<file path="src/shared/scsi_host_defs.vh">
`ifndef SCSI_HOST_DEFS_VH
`define SCSI_HOST_DEFS_VH

// Clock rate of the controller
`define CLK_MHZ 100

// Host-port timing, in ns; all are least times
`define ADDR_SETUP_NS 30
`define STROBE_NS 120
`define HOLD_NS 30
`define GAP_NS 60

// Least time in ns to whole clock cycles, rounded up
`define CYC_CEIL(ns) ((((ns) * `CLK_MHZ) + 999) / 1000)

`define SETUP_CYC `CYC_CEIL(`ADDR_SETUP_NS)
`define STROBE_CYC `CYC_CEIL(`STROBE_NS)
`define HOLD_CYC `CYC_CEIL(`HOLD_NS)
`define GAP_CYC `CYC_CEIL(`GAP_NS)

// Device register offsets on reg_select_lines
`define REG_LIVE_BUS_DATA 3'h0
`define REG_OUTGOING_DATA 3'h0
`define REG_INITIATOR_CONTROL 3'h1
`define REG_OPERATING_CONTROL 3'h2
`define REG_TARGET_PHASE_CONTROL 3'h3
`define REG_BUS_SIGNAL_STATUS 3'h4
`define REG_SELECTION_ID_MATCH 3'h4
`define REG_BUS_AND_FLAGS_STATUS 3'h5
`define REG_DMA_SEND_TRIGGER 3'h5
`define REG_LATCHED_INCOMING_DATA 3'h6
`define REG_DMA_TARGET_RX_TRIGGER 3'h6
`define REG_PARITY_IRQ_CLEAR 3'h7
`define REG_DMA_INITIATOR_RX_TRIGGER 3'h7

// Field positions in operating_control
`define OPCTL_DMA_ENABLE_BIT 1
`define OPCTL_TARGET_ROLE_BIT 6

// Reset values of the controller's own state
`define DATA_RESET 8'h00
`define COUNT_RESET 16'h0000

`endif

</file>
<file path="src/verilog/pin_sync.v">
`timescale 1ns/100ps
// Two-flop synchroniser for pins that arrive from outside the clock domain
module pin_sync #(
  parameter WIDTH = 11
) (
  // Clock and reset
  input wire clock_i,
  input wire rst_n_i,
  // Asynchronous inputs and synchronised outputs
  input wire [WIDTH-1:0] async_i,
  output reg [WIDTH-1:0] sync_o
);

  reg [WIDTH-1:0] stage1;

  // The first stage feeds nothing but the second
  always @(posedge clock_i or negedge rst_n_i) begin
    if (!rst_n_i) begin
      stage1 <= {WIDTH{1'b0}};
      sync_o <= {WIDTH{1'b0}};
    end else begin
      stage1 <= async_i;
      sync_o <= stage1;
    end
  end

endmodule // pin_sync

</file>
<file path="src/verilog/two_entry_buffer.v">
`timescale 1ns/100ps
// Two-entry byte buffer with valid/ready on both sides
module two_entry_buffer (
  // Clock and reset
  input wire clock_i,
  input wire rst_n_i,
  // Filling side
  input wire in_valid_i,
  output wire in_ready_o,
  input wire [7:0] in_data_i,
  // Draining side
  output wire out_valid_o,
  input wire out_ready_i,
  output wire [7:0] out_data_o
);

  reg [7:0] mem [0:1];
  reg wr_idx;
  reg rd_idx;
  reg [1:0] fill;

  wire push = in_valid_i && in_ready_o;
  wire pop = out_valid_o && out_ready_i;

  assign in_ready_o = (fill != 2'd2);
  assign out_valid_o = (fill != 2'd0);
  assign out_data_o = mem[rd_idx];

  always @(posedge clock_i or negedge rst_n_i) begin
    if (!rst_n_i) begin
      mem[0] <= 8'h00;
      mem[1] <= 8'h00;
      wr_idx <= 1'b0;
      rd_idx <= 1'b0;
      fill <= 2'd0;
    end else begin
      if (push) begin
        mem[wr_idx] <= in_data_i;
        wr_idx <= ~wr_idx;
      end
      if (pop) begin
        rd_idx <= ~rd_idx;
      end
      if (push && !pop) begin
        fill <= fill + 2'd1;
      end else if (pop && !push) begin
        fill <= fill - 2'd1;
      end
    end
  end

endmodule // two_entry_buffer

</file>
<file path="src/verilog/scsi_host_ctrl.v">
`timescale 1ns/100ps
`include "scsi_host_defs.vh"

module scsi_host_ctrl (
  // Clock and reset
  input wire clock_i,
  input wire rst_n_i,
  // Register access orders
  input wire cmd_valid_i,
  output wire cmd_ready_o,
  input wire cmd_write_i,
  input wire [2:0] cmd_addr_i,
  input wire [7:0] cmd_wdata_i,
  output reg rsp_valid_o,
  output reg [7:0] rsp_data_o,
  // DMA orders
  input wire dma_start_i,
  input wire dma_to_device_i,
  input wire [15:0] dma_count_i,
  input wire block_mode_i,
  output reg dma_busy_o,
  output reg dma_done_o,
  // Bytes toward the device
  input wire tx_valid_i,
  output wire tx_ready_o,
  input wire [7:0] tx_data_i,
  // Bytes from the device
  output wire rx_valid_o,
  input wire rx_ready_i,
  output wire [7:0] rx_data_o,
  // Device interrupt, synchronised
  output wire irq_o,
  // Device host port
  output reg chip_select_n_o,
  output reg [2:0] reg_select_lines_o,
  output reg host_read_n_o,
  output reg host_write_n_o,
  input wire [7:0] host_data_bus_i,
  output reg [7:0] host_data_bus_o,
  output reg host_data_bus_oe_o,
  output reg dma_ack_n_o,
  output reg end_of_transfer_n_o,
  input wire dma_request_i,
  input wire ready_i,
  input wire irq_i
);

  localparam ST_IDLE = 3'd0;
  localparam ST_SETUP = 3'd1;
  localparam ST_STROBE = 3'd2;
  localparam ST_HOLD = 3'd3;
  localparam ST_GAP = 3'd4;

  // The timing macros are 32-bit sums; cut them to the timer's width on purpose
  localparam integer SETUP_INT = `SETUP_CYC;
  localparam integer STROBE_INT = `STROBE_CYC;
  localparam integer HOLD_INT = `HOLD_CYC;
  localparam integer GAP_INT = `GAP_CYC;
  localparam [3:0] SETUP_CNT = SETUP_INT[3:0];
  localparam [3:0] STROBE_CNT = STROBE_INT[3:0];
  localparam [3:0] HOLD_CNT = HOLD_INT[3:0];
  localparam [3:0] GAP_CNT = GAP_INT[3:0];

  reg [2:0] state;
  reg [3:0] timer;
  reg is_dma;
  reg is_write;
  reg dma_dir;
  reg [15:0] dma_left;

  wire [10:0] pins_s;
  wire [7:0] data_s;
  wire drq_s;
  wire ready_s;
  wire irq_s;

  wire txq_valid;
  wire [7:0] txq_data;
  wire txq_pop;
  wire rxq_ready;
  wire rxq_push;
  wire dma_go;
  wire timer_end;

  // Device outputs and read data are asynchronous to our clock
  pin_sync #(
    .WIDTH(11)
  ) u_pin_sync (
    .clock_i(clock_i),
    .rst_n_i(rst_n_i),
    .async_i({irq_i, ready_i, dma_request_i, host_data_bus_i}),
    .sync_o(pins_s)
  );

  assign data_s = pins_s[7:0];
  assign drq_s = pins_s[8];
  assign ready_s = pins_s[9];
  assign irq_s = pins_s[10];
  assign irq_o = irq_s;

  two_entry_buffer u_tx_buffer (
    .clock_i(clock_i),
    .rst_n_i(rst_n_i),
    .in_valid_i(tx_valid_i),
    .in_ready_o(tx_ready_o),
    .in_data_i(tx_data_i),
    .out_valid_o(txq_valid),
    .out_ready_i(txq_pop),
    .out_data_o(txq_data)
  );

  two_entry_buffer u_rx_buffer (
    .clock_i(clock_i),
    .rst_n_i(rst_n_i),
    .in_valid_i(rxq_push),
    .in_ready_o(rxq_ready),
    .in_data_i(data_s),
    .out_valid_o(rx_valid_o),
    .out_ready_i(rx_ready_i),
    .out_data_o(rx_data_o)
  );

  assign timer_end = (timer == 4'd1);

  // Register orders win over DMA; both start only from idle, so the two selects never overlap
  assign cmd_ready_o = (state == ST_IDLE);

  // A byte moves only on request, in block mode also on ready, and with a byte in the send buffer or room in the receive buffer
  assign dma_go = dma_busy_o && drq_s && (!block_mode_i || ready_s) &&
                  (dma_dir ? txq_valid : rxq_ready);

  assign txq_pop = (state == ST_IDLE) && !cmd_valid_i && dma_go && dma_dir;

  // Read data is sampled on the last strobe cycle, long after the sync delay has settled
  assign rxq_push = (state == ST_STROBE) && timer_end && is_dma && !is_write;

  always @(posedge clock_i or negedge rst_n_i) begin
    if (!rst_n_i) begin
      state <= ST_IDLE;
      timer <= 4'd0;
      is_dma <= 1'b0;
      is_write <= 1'b0;
      dma_dir <= 1'b0;
      dma_left <= `COUNT_RESET;
      dma_busy_o <= 1'b0;
      dma_done_o <= 1'b0;
      rsp_valid_o <= 1'b0;
      rsp_data_o <= `DATA_RESET;
      chip_select_n_o <= 1'b1;
      reg_select_lines_o <= 3'h0;
      host_read_n_o <= 1'b1;
      host_write_n_o <= 1'b1;
      host_data_bus_o <= `DATA_RESET;
      host_data_bus_oe_o <= 1'b0;
      dma_ack_n_o <= 1'b1;
      end_of_transfer_n_o <= 1'b1;
    end else begin
      rsp_valid_o <= 1'b0;
      dma_done_o <= 1'b0;

      // A zero count starts nothing; a start while busy is ignored
      if (!dma_busy_o && dma_start_i && (dma_count_i != 16'h0000)) begin
        dma_busy_o <= 1'b1;
        dma_left <= dma_count_i;
        dma_dir <= dma_to_device_i;
      end

      case (state)
        ST_IDLE: begin
          if (cmd_valid_i) begin
            is_dma <= 1'b0;
            is_write <= cmd_write_i;
            // Bus phase, handshake and attention lines are set by the register writes sent here
            reg_select_lines_o <= cmd_addr_i;
            chip_select_n_o <= 1'b0;
            host_data_bus_o <= cmd_wdata_i;
            host_data_bus_oe_o <= cmd_write_i;
            timer <= SETUP_CNT;
            state <= ST_SETUP;
          end else if (dma_go) begin
            is_dma <= 1'b1;
            is_write <= dma_dir;
            // Acknowledge with select high steers the strobe to a data register
            dma_ack_n_o <= 1'b0;
            // The last byte carries end-of-process so no further request follows
            end_of_transfer_n_o <= (dma_left != 16'h0001);
            host_data_bus_o <= txq_data;
            host_data_bus_oe_o <= dma_dir;
            timer <= SETUP_CNT;
            state <= ST_SETUP;
          end
        end
        ST_SETUP: begin
          timer <= timer - 4'd1;
          if (timer_end) begin
            host_read_n_o <= is_write;
            host_write_n_o <= !is_write;
            timer <= STROBE_CNT;
            state <= ST_STROBE;
          end
        end
        ST_STROBE: begin
          timer <= timer - 4'd1;
          if (timer_end) begin
            if (!is_dma && !is_write) begin
              rsp_data_o <= data_s;
            end
            host_read_n_o <= 1'b1;
            host_write_n_o <= 1'b1;
            timer <= HOLD_CNT;
            state <= ST_HOLD;
          end
        end
        ST_HOLD: begin
          timer <= timer - 4'd1;
          if (timer_end) begin
            chip_select_n_o <= 1'b1;
            dma_ack_n_o <= 1'b1;
            end_of_transfer_n_o <= 1'b1;
            host_data_bus_oe_o <= 1'b0;
            if (is_dma) begin
              // The byte counts as done when its acknowledge is released at the end of the hold
              dma_left <= dma_left - 16'h0001;
              if (dma_left == 16'h0001) begin
                dma_busy_o <= 1'b0;
                dma_done_o <= 1'b1;
              end
            end else begin
              rsp_valid_o <= 1'b1;
            end
            timer <= GAP_CNT;
            state <= ST_GAP;
          end
        end
        ST_GAP: begin
          // Gives the request time to drop and pass the synchroniser before it is looked at again
          timer <= timer - 4'd1;
          if (timer_end) begin
            state <= ST_IDLE;
          end
        end
        default: begin
          state <= ST_IDLE;
          timer <= 4'd0;
        end
      endcase
    end
  end

endmodule // scsi_host_ctrl

</file>
<file path="config.mk">
export PLATFORM = sky130hd
export DESIGN_NAME = scsi_host_ctrl
export DESIGN_NICKNAME = d
export VERILOG_FILES = /design/src/verilog/pin_sync.v /design/src/verilog/two_entry_buffer.v /design/src/verilog/scsi_host_ctrl.v
export VERILOG_INCLUDE_DIRS = /design/src /design/src/shared
export SDC_FILE = /design/constraint.sdc
export NUM_CORES = 1
export LEC_CHECK = 0
export BUFFER_PORTS_ARGS = -buffer_cell sky130_fd_sc_hd__clkbuf_2
export CAP_MARGIN = 15
export CORE_MARGIN = 1.5
export CORE_UTILIZATION = 35
export CTS_CLUSTER_DIAMETER = 120
export DETAILED_ROUTE_END_ITERATION = 6
export PLACE_DENSITY = 0.56
export SETUP_SLACK_MARGIN = 0.05
export SYNTH_ARGS = -nofsm -noshare
export SYNTH_HDL_FRONTEND = slang
export SYNTH_HIERARCHICAL = 1
export SYNTH_SLANG_ARGS = --single-unit
</file>
<file path="constraint.sdc">
create_clock -name clock_i -period 2.4 [get_ports clock_i]
set_input_delay 0.48 -clock clock_i [delete_from_list [all_inputs] [get_ports clock_i]]
set_output_delay 0.48 -clock clock_i [all_outputs]
set_load 0.02 [all_outputs]
</file>
# Word-level counts from Yosys, hierarchy flattened
# Index checks and enable logic that the tools add are counted.
word_totals:
  register_bits: 116
  ram_bits: 0
  output_inout_bits: 40
  latchBits: 0
  romBits: 0
  in_bits: 55
  elab_cells: 183
  memories: 0
op_classes:
  n_shift: 0
  eq_ne: 17
  div: 0
  multipliers: 0
  bitwise: 8
  n_mux: 67
  reduce_logical: 49
  order_cmp: 6
  n_addsub: 6
ops:
  columns: ["cell", "count"]
  rows:
  - ["$mux 8", 10]
  - ["$mux 16", 4]
  - ["$bwmux 16", 2]
  - ["$mux 1", 26]
  - ["$logic_and 1x1->1", 22]
  - ["$mux 4", 5]
  - ["$pmux 4 s5", 1]
  - ["$mux 3", 6]
  - ["$demux 8 s1", 2]
  - ["$eq 16x1->1 const B", 1]
  - ["$ne 16x1->1 const B", 1]
  - ["$ne 2x2->1 const B", 8]
  - ["$reduce_bool 16->1", 1]
  - ["$sub 16x1->16 const B", 1]
  - ["$pmux 3 s5", 1]
  - ["$reduce_bool 2->1", 7]
  - ["$pmux 1 s2", 6]
  - ["$reduce_and 3->1", 4]
  - ["$logic_not 1->1", 9]
  - ["$ge 2x2->1 const B", 4]
  - ["$mux 2", 4]
  - ["$not 1->2", 4]
  - ["$eq 3x2->1 const B", 2]
  - ["$reduce_and 5->1", 1]
  - ["other kinds (14)", 21]

# Depth between registers and ports, before layout
# Gate-level depths: netlist (run 1).
logic_depth:
  depth_word: 10
  ltp_mapped: 11
  depth_no_buf: 10

# By module
# The synthesis (run 1) kept the hierarchy.
modules_own_cells:
  columns: ["module", "area_each_um2", "instances", "cells_per_inst"]
  rows:
  - ["scsi_host_ctrl", 3002.9, 1, 287]
  - ["two_entry_buffer", 969.7, 2, 60]
  - ["pin_sync", 550.5, 1, 22]

# Worst setup path before layout (run 1)
# Ideal clock, no wire load.
synth_timing:
  path_kind: "register -> register"
  startpoint: "register timer[1]"
  endpoint: "register u_rx_buffer.fill[1]"
  setup_slack_ps: 165
  synth_period_minus_slack_ps: 2235
  setup_time_ps: 126
  path_buffers: 1
  path_stages_with_launch: 12
  arrival_ps: 2110
  cell_sequence: "dfrtp_1 -> inv_1 -> ha_1 -> or4b_1 -> clkbuf_2 -> nor2_1 -> and4_1 -> and2_2 -> ha_1 -> xor2_1 -> nor2_1 -> xor2_1"
synth_between:
  elab_chain_cells: 8
  elab_cells_between_ends: 10
  cone_classes: "eq/ne: 1; mux: 1; reduce/logical: 8"
synth_lines:
  columns: ["item", "line_no", "rtl"]
  rows:
  - ["from (decl)", "scsi_host_ctrl.v:65", "reg [3:0] timer;"]
  - ["from (signal assigned)", "scsi_host_ctrl.v:194", "timer <= timer - 4'd1;"]
  - ["from (signal assigned)", "scsi_host_ctrl.v:203", "timer <= timer - 4'd1;"]
  - ["from (signal assigned)", "scsi_host_ctrl.v:215", "timer <= timer - 4'd1;"]
  - ["$eq 4x1->1 *", "scsi_host_ctrl.v:123", "assign timer_end = (timer == 4'd1);"]
  - ["$logic_and 1x1->1 * (3 in a row)", "scsi_host_ctrl.v:135", "assign rxq_push = (state == ST_STROBE) && timer_end && is_dma && !is_write;"]
  - ["named net rxq_push", "scsi_host_ctrl.v:81", "wire rxq_push;"]
  - ["$logic_and 1x1->1 *", "two_entry_buffer.v:22", "wire push = in_valid_i && in_ready_o;"]
  - ["named net u_rx_buffer.push", "two_entry_buffer.v:22", null]
  - ["$logic_not 1->1", "two_entry_buffer.v:46", "end else if (pop && !push) begin"]
  - ["$logic_and 1x1->1", "two_entry_buffer.v:46", null]
  - ["$reduce_bool 2->1 (no line)", null, null]
  - ["to (signal assigned)", "two_entry_buffer.v:45", "fill <= fill + 2'd1;"]
  - ["to (signal assigned)", "two_entry_buffer.v:47", "fill <= fill - 2'd1;"]
  - ["to (decl)", "two_entry_buffer.v:20", "reg [1:0] fill;"]
# The timed path passes the listed nets; every way through them passes the cells marked *.
# A chain may end at the register's enable or synchronous reset.

# Worst setup path after layout (run 1)
# Same ends and word-level chain as after synthesis.

==> results of run 1 <==
[timing repair]
action                                  CTS  global route
endpoints found under the setup margin    1             2
setup buffers                             1             0
gates cloned                              0             0
resized for setup                         1             3
pin swaps                                 1             0
[worst register-to-register path: cells and delay by family, from the launching register on]
family / cells / cell delay, ns
xor gates and xnor gates: 2 / 0.32
adders and majority gates: 2 / 0.35
buffers and inverters: 1 / 0.08
DFF: 1 / 0.39
and+or+nand+nor: 5 / 1.04
[synth_stat cells, types with 3 or more instances]
cell | number | area (um2)
a22oi_1 | 3 | 22.5
a31oi_1 | 5 | 31.3
or3_1 | 3 | 18.8
xnor2_1 | 4 | 35.0
inv_1 | 11 | 41.3
and3b_1 | 4 | 35.0
buf_6 | 5 | 56.3
o21ai_0 | 6 | 30.0
mux2_2 | 44 | 495
buf_2 | 5 | 25.0
dfrtp_1 | 111 | 2780
nor4_1 | 14 | 87.6
ha_1 | 6 | 75.1
xor2_1 | 8 | 70.1
mux2_4 | 32 | 480
and2_1 | 5 | 31.3
nor3_1 | 6 | 30.0
nand4_1 | 3 | 18.8
nand2b_1 | 3 | 18.8
nand3b_1 | 3 | 22.5
o31ai_1 | 4 | 30.0
clkbuf_1 | 8 | 30.0
a21oi_1 | 6 | 30.0
a211oi_1 | 3 | 22.5
mux2i_1 | 5 | 50.1
nand2_1 | 21 | 78.8
dfstp_2 | 5 | 131
o211ai_1 | 5 | 37.5
nor2_1 | 23 | 86.3
nand3_1 | 8 | 40.0
o31a_1 | 4 | 35.0
or2_2 | 5 | 31.3
[stage by stage]
step                      worst slack [ns]  power, mW  util [%]  cells  area [um2]
after floorplan                      0.165       4.96         -    429        5490
after global placement               0.176       5.66      41.4    737        6320
after detailed placement            0.0541       5.73      41.4    737        6320
after CTS                           0.0799       8.52      45.6    769        6960
after global routing                0.0122       8.96      45.6    769        6960
final                                0.112       8.42      45.6    769        6960
[cell type report]
class	count	area, um2
fill	1415	8300
sequential	116	2910
multi-input combinational	282	2430
timing repair buffer	118	691
clock buffer	20	447
tap	211	264
clock inverter	11	183
inverter	11	41.3
[logic make-up (layout without fill, tap and decap cells)]
family / count (synthesis) / in the layout
and+or+nand+nor: 123 / 123
DFF: 116 / 116
muxes: 81 / 81
AOI/OAI and AO/OA: 60 / 60
buffers and inverters: 31 / 160
xor gates and xnor gates: 12 / 12
adders and majority gates: 6 / 6
[path summary, 6_finish.rpt]
path / start / endpoint / slack, ns / cells after the start
max: timer[1] / u_rx_buffer/fill[1] / 0.11 / 10
min: rst_n_i / u_tx_buffer/mem[6] / 0.07 / 1
max reg2reg: timer[1] / u_rx_buffer/fill[1] / 0.11 / 10
min reg2reg: u_pin_sync/stage1[0] / u_pin_sync/sync_o[0] / 0.34 / 0
max in group asynchronous: rst_n_i / end_of_transfer_n_o / 1.67 / 2
min in group clock_i: dma_request_i / u_pin_sync/stage1[8] / 0.17 / 1
[per-layer routing]
layer / vias up / routed length, um
li1: 1818 / -
met1: 1882 / 5760
met2: 90 / 5880
met3: 13 / 558
met4: 0 / 162
met5: - / 0
[state kept, by name, summed over array words and instances (netlist names), 2 cells and up]
register            flops
u_pin_sync/stage1      11
host_data_bus_o         8
dma_left               16
u_rx_buffer/fill        2
u_tx_buffer/fill        2
reg_select_lines_o      3
u_tx_buffer/mem        16
u_pin_sync/sync_o      11
state                   3
u_rx_buffer/mem        16
rsp_data_o              8
timer                   4
[where the power goes]
part	internal (mW)	leakage [nW]	switching (mW)
Clock	1.85	0.309	0.846
Combinational	1.37	1.51	1.23
Sequential	2.58	1.42	0.547
==> flow_summary.json, run 1 <==
{
  "final_common_cell": "dfrtp_1",
  "power-per-cell-area_nw_per_um2": 1210,
  "tns_ns": 0,
  "use_met3_pct": 5.13,
  "path_delay_family": "simple AND/OR/NAND/NOR gates",
  "min_period_over_period_pct": 95.3,
  "path_cells": "inv_1 -> ha_2 -> or4b_4 -> nor2_2 -> and4_1 -> and2_2 -> ha_1 -> xor2_1 -> nor2_1 -> xor2_1",
  "core_area_um2": 15300,
  "crit_path_end_kind": "flop",
  "num_vias": 3803,
  "route.detailed.drc": 0,
  "die_w_um": 128,
  "final_hold_viol_count": 0,
  "max_slew_margin_pct": 60.4,
  "die_h_um": 128,
  "htreeDepth": 4,
  "synth_fa_ha_area_share_pct": 1.37,
  "ir_drop_uv": 567,
  "synth_nets": 490,
  "worstPathArrival_ns": 2.57,
  "synth_edf_count": 0,
  "cp_max_fo": 3,
  "final_nets": 607,
  "cp_common_cell": "xor2_1",
  "timing.hold.ws_ns": 0.0693,
  "slew_violations": 0,
  "max_freq_ghz": 0.437,
  "hpwl_mm": 8.96,
  "synth_seq_cells": 116,
  "die_area_um2": 16500,
  "io_pins": 95,
  "grt_usage_pct": 16.2,
  "overflow": 0,
  "synthMuxAreaShare_pct": 18.7,
  "grt_max_degree": 43,
  "ant_nets": 0,
  "avgSynthCellArea_um2": 12.8,
  "cts-root-buf": "clkbuf_16",
  "post_drt_via_cell_ratio": 4.95,
  "async_reset_ff_share_pct": 100,
  "slowest_stage": "or4b_4",
  "cts_tree": "yes",
  "crit_required_ns": 2.69,
  "hold_class": "input pin to async pin",
  "io_buffers": 94,
  "clock-sinks": 116,
  "grt_first_pass_wirelength_mm": 20.5,
  "gp_congestion": 0.923,
  "ys.flop_type": "dfrtp_1",
  "synth_compound_area_share_pct": 8.47,
  "yosysUniqueCellTypes": 71,
  "met2_usage_pct": 26.7,
  "maxCapViolCount": 0,
  "setup_violations": 0,
  "drive_above_1_share_pct": 45.7,
  "rsz0062_at_grt": "true",
  "synth_top_family_by_area": "multiplexers",
  "final_cell_mix": "dfrtp_1, clkbuf_2, mux2_2, mux2_4",
  "rows": 45,
  "syn-cell-area_um2": 5490,
  "start_util_pct": 36.0,
  "clock_path_buffers": 2,
  "use_met1_pct": 20.0,
  "grt_pass1_vias": 4118,
  "synth_xor_area_share_pct": 1.91,
  "netlist_instances": 429,
  "drt_iter0_markers": 126,
  "crit_type": "flop to flop",
  "ys_seq_area_share_pct": 53.0,
  "synthSimpleGateAreaFrac_pct": 13.6,
  "busiest_layer": "met2",
  "antenna_found_initial": 0,
  "first_pass_iters": 5,
  "clk_latency_ns": 0.41,
  "cp_num_buf_inv": 1,
  "worst_pin_slew_ns": 0.589,
  "ctsHoldBuffers": 0,
  "p_leak_nw": 3.24,
  "critPathMaxStageDelay_ns": 0.47,
  "wl_per_cell_um": 16.1,
  "fin_worst_skew_ns": 0.00572,
  "wl_mm": 12.4,
  "clk_transition_reported_paths_ns": 0.05,
  "worstSetupStartpointType": "flop",
  "synth_warnings": 6,
  "status": "completed",
  "syn2layout_area_growth_pct": 26.8,
  "cts_buffers": 17,
  "fin_crit_ns": 2.29,
  "num_antenna_cells": 0
}
Note: power is estimated with default switching activity, not from simulation.
==> inputs of run 2 (changes only) <==
--- a/config.mk
+++ b/config.mk
@@ -16,5 +16,4 @@
 export SETUP_SLACK_MARGIN = 0.05
 export SYNTH_ARGS = -nofsm -noshare
 export SYNTH_HDL_FRONTEND = slang
-export SYNTH_HIERARCHICAL = 1
 export SYNTH_SLANG_ARGS = --single-unit
==> constraint.sdc (replaced) <==
create_clock -name clock_i -period 1.91 [get_ports clock_i]
set_input_delay 0.382 -clock clock_i [delete_from_list [all_inputs] [get_ports clock_i]]
set_output_delay 0.382 -clock clock_i [all_outputs]
set_load 0.02 [all_outputs]
==> flow_summary.json, run 2 <==
{
  "drive_above_1_share_pct": 52.3,
  "yosysUniqueCellTypes": 68,
  "gp_congestion": 0.853,
  "maxCapViolCount": 0,
  "hold_class": "input pin to flop",
  "synth_seq_cells": 116,
  "crit_path_end_kind": "flop",
  "ant_nets": 0,
  "htreeDepth": 4,
  "netlist_instances": 424,
  "final_cell_mix": "dfrtp_1, clkbuf_2, buf_4, mux2_2, nand2_1",
  "grt_usage_pct": 17.4,
  "failed_checks": "negative setup slack",
  "final_hold_viol_count": 0,
  "io_pins": 95,
  "slew_violations": 0,
  "timing.hold.ws_ns": 0.0765,
  "clock-sinks": 116,
  "die_area_um2": 15700,
  "io_buffers": 94,
  "cts_tree": "yes",
  "syn2layout_area_growth_pct": 44.1,
  "wl_mm": 13.3,
  "max_slew_margin_pct": 62.6,
  "num_vias": 4153,
  "avgSynthCellArea_um2": 12.4,
  "ir_drop_uv": 719,
  "p_leak_nw": 3.56,
  "setup_ws_ns": -0.0197,
  "worstPathArrival_ns": 2.22,
  "core_area_um2": 14600,
  "die_w_um": 125,
  "synth_nets": 485,
  "fin_worst_skew_ns": 0.00606,
  "route.detailed.drc": 0,
  "worst_pin_slew_ns": 0.560,
  "setup_violations": 3,
  "synth_warnings": 0,
  "syn-cell-area_um2": 5240,
  "ys_top_cells_by_area": "dfrtp_1, mux2_2, mux2i_1",
  "fin_crit_ns": 1.93,
  "clock_path_buffers": 2,
  "num_antenna_cells": 0,
  "synth_top_area_share_pct": 53.0,
  "synth_commonest_cells": "dfrtp_1, mux2_2, nand2_1",
  "drt_iter0_markers": 124,
  "die_h_um": 125,
  "antenna_found_initial": 0,
  "overflow": 0,
  "hp-start": "host_data_bus_i[0]",
  "clk_latency_ns": 0.41,
  "cp_max_fo": 5,
  "async_reset_ff_share_pct": 100,
  "ys_seq_area_share_pct": 55.5,
  "cts-root-buf": "clkbuf_16",
  "rows": 44,
  "grt_pass1_vias": 4377,
  "yosys.cell_count.top_type": "dfrtp_1",
  "hpwl_mm": 9.50,
  "synth_edf_count": 0,
  "cts_buffers": 17,
  "grt_max_degree": 39,
  "first_pass_iters": 4,
  "grt_first_pass_wirelength_mm": 21.5,
  "yosys.area.top_type": "dfrtp_1",
  "rsz0062_at_grt": "true",
  "crit_required_ns": 2.21,
  "final_common_cell": "dfrtp_1",
  "final_nets": 671,
  "reg.largest.list": "dma_left: 16 flops, u_rx_buffer.mem: 16 flops, u_tx_buffer.mem: 16 flops",
  "clk_transition_reported_paths_ns": 0.06,
  "status": "complete, but fails checks",
  "power-per-cell-area_nw_per_um2": 1440,
  "ys.flop_type": "dfrtp_1",
  "post_drt_via_cell_ratio": 5.15,
  "worstSetupStartpointType": "flop",
  "start_util_pct": 35.9,
  "max_freq_ghz": 0.518,
  "worstSetupStartpoint": "timer[1]",
  "wl_per_cell_um": 16.5,
  "r2r-start": "timer[1]",
  "min_period_over_period_pct": 101,
  "power.total_mw": 10.9,
  "crit_type": "flop to flop"
}
run 2: changes by cell type in the layout (fill, tap and decap cells not counted), moves of 6 or more:
cell,delta
nand3_1,+6
mux2_2,+6
buf_4,+48
nor4_1,-11
mux2_4,-19
mux2i_1,+11
nand2_1,+7
buf_6,+10
run 2: critical path, cell delays in order, from the launching register on:
cell and delay [ns]:
dfrtp_1 0.38, inv_2 0.08, ha_4 0.15, or3b_4 0.42
nor2_4 0.14, buf_12 0.14, mux2_4 0.29, o221a_1 0.21
run 2: report_power, final:
group	internal [mW]	leakage [nW]	total (mW)	switching (mW)
sequential	3.26	1.42	3.86	0.600
clock	2.21	0.295	3.33	1.12
combinational	1.88	1.84	3.71	1.83
run 2: routing by layer:
metal  part of all wire [%]  global-route usage (%)  wire length (um)
met5                      0                       0                 0
met4                   0.96                    5.01               128
met3                    4.8                    5.61               639
met2                     48                    27.6              6430
met1                     46                    22.7              6140
run 2: area by class of cell:
cell class / instances / area, um2
inverters: 8 / 30.0
multi-input cells: 284 / 2490
fillers: 1273 / 7030
repair buffers: 183 / 1270
clock buffers: 19 / 443
well taps: 184 / 230
clock inverters: 13 / 183
flip-flops and latches: 116 / 2910
run 2: stage by stage:
step / TNS (ns) / instance area (um2) / util (%) / worst slack [ns] / cells
final: -0.0389 / 7560 / 51.8 / -0.0197 / 807
after CTS: -0.107 / 7280 / 49.9 / -0.0303 / 795
after floorplan: -0.642 / 5360 / - / -0.189 / 424
after global routing: -0.870 / 7560 / 51.8 / -0.0903 / 807
after detailed placement: -4.18 / 6570 / 45.0 / -0.346 / 760
after global placement: -3.21 / 6570 / 45.0 / -0.323 / 760
run 2: what timing repair did:
item / 4_1_cts / 5_1_grt
pin swaps: 0 / 17
endpoints found under the hold margin: 29 / 0
endpoints found under the setup margin: 40 / 54
hold buffers: 1 / 0
setup buffers: 2 / 11
cloned: 0 / 1
resized for setup: 13 / 43
run 2: path summary, 6_finish.rpt:
path / endpoint / slack (ns) / cells past startpoint
max: dma_left[5] / -0.02 / 7
min: u_pin_sync.stage1[0] / 0.08 / 1
max reg2reg: dma_left[5] / -0.02 / 7
min reg2reg: u_pin_sync.sync_o[10] / 0.35 / 0
max in group asynchronous: u_rx_buffer.rd_idx / 0.79 / 3
min in group asynchronous: u_pin_sync.stage1[5] / 0.51 / 2
run 2: cell families after synthesis:
logic type,Yosys count,share of synthesized area [%]
simple gates,125,13.2
flops,116,55.5
mux,79,16.6
compound gates,61,8.97
buf+inv,24,2.15
xor+xnor,13,2.17
fa+ha+maj,6,1.43
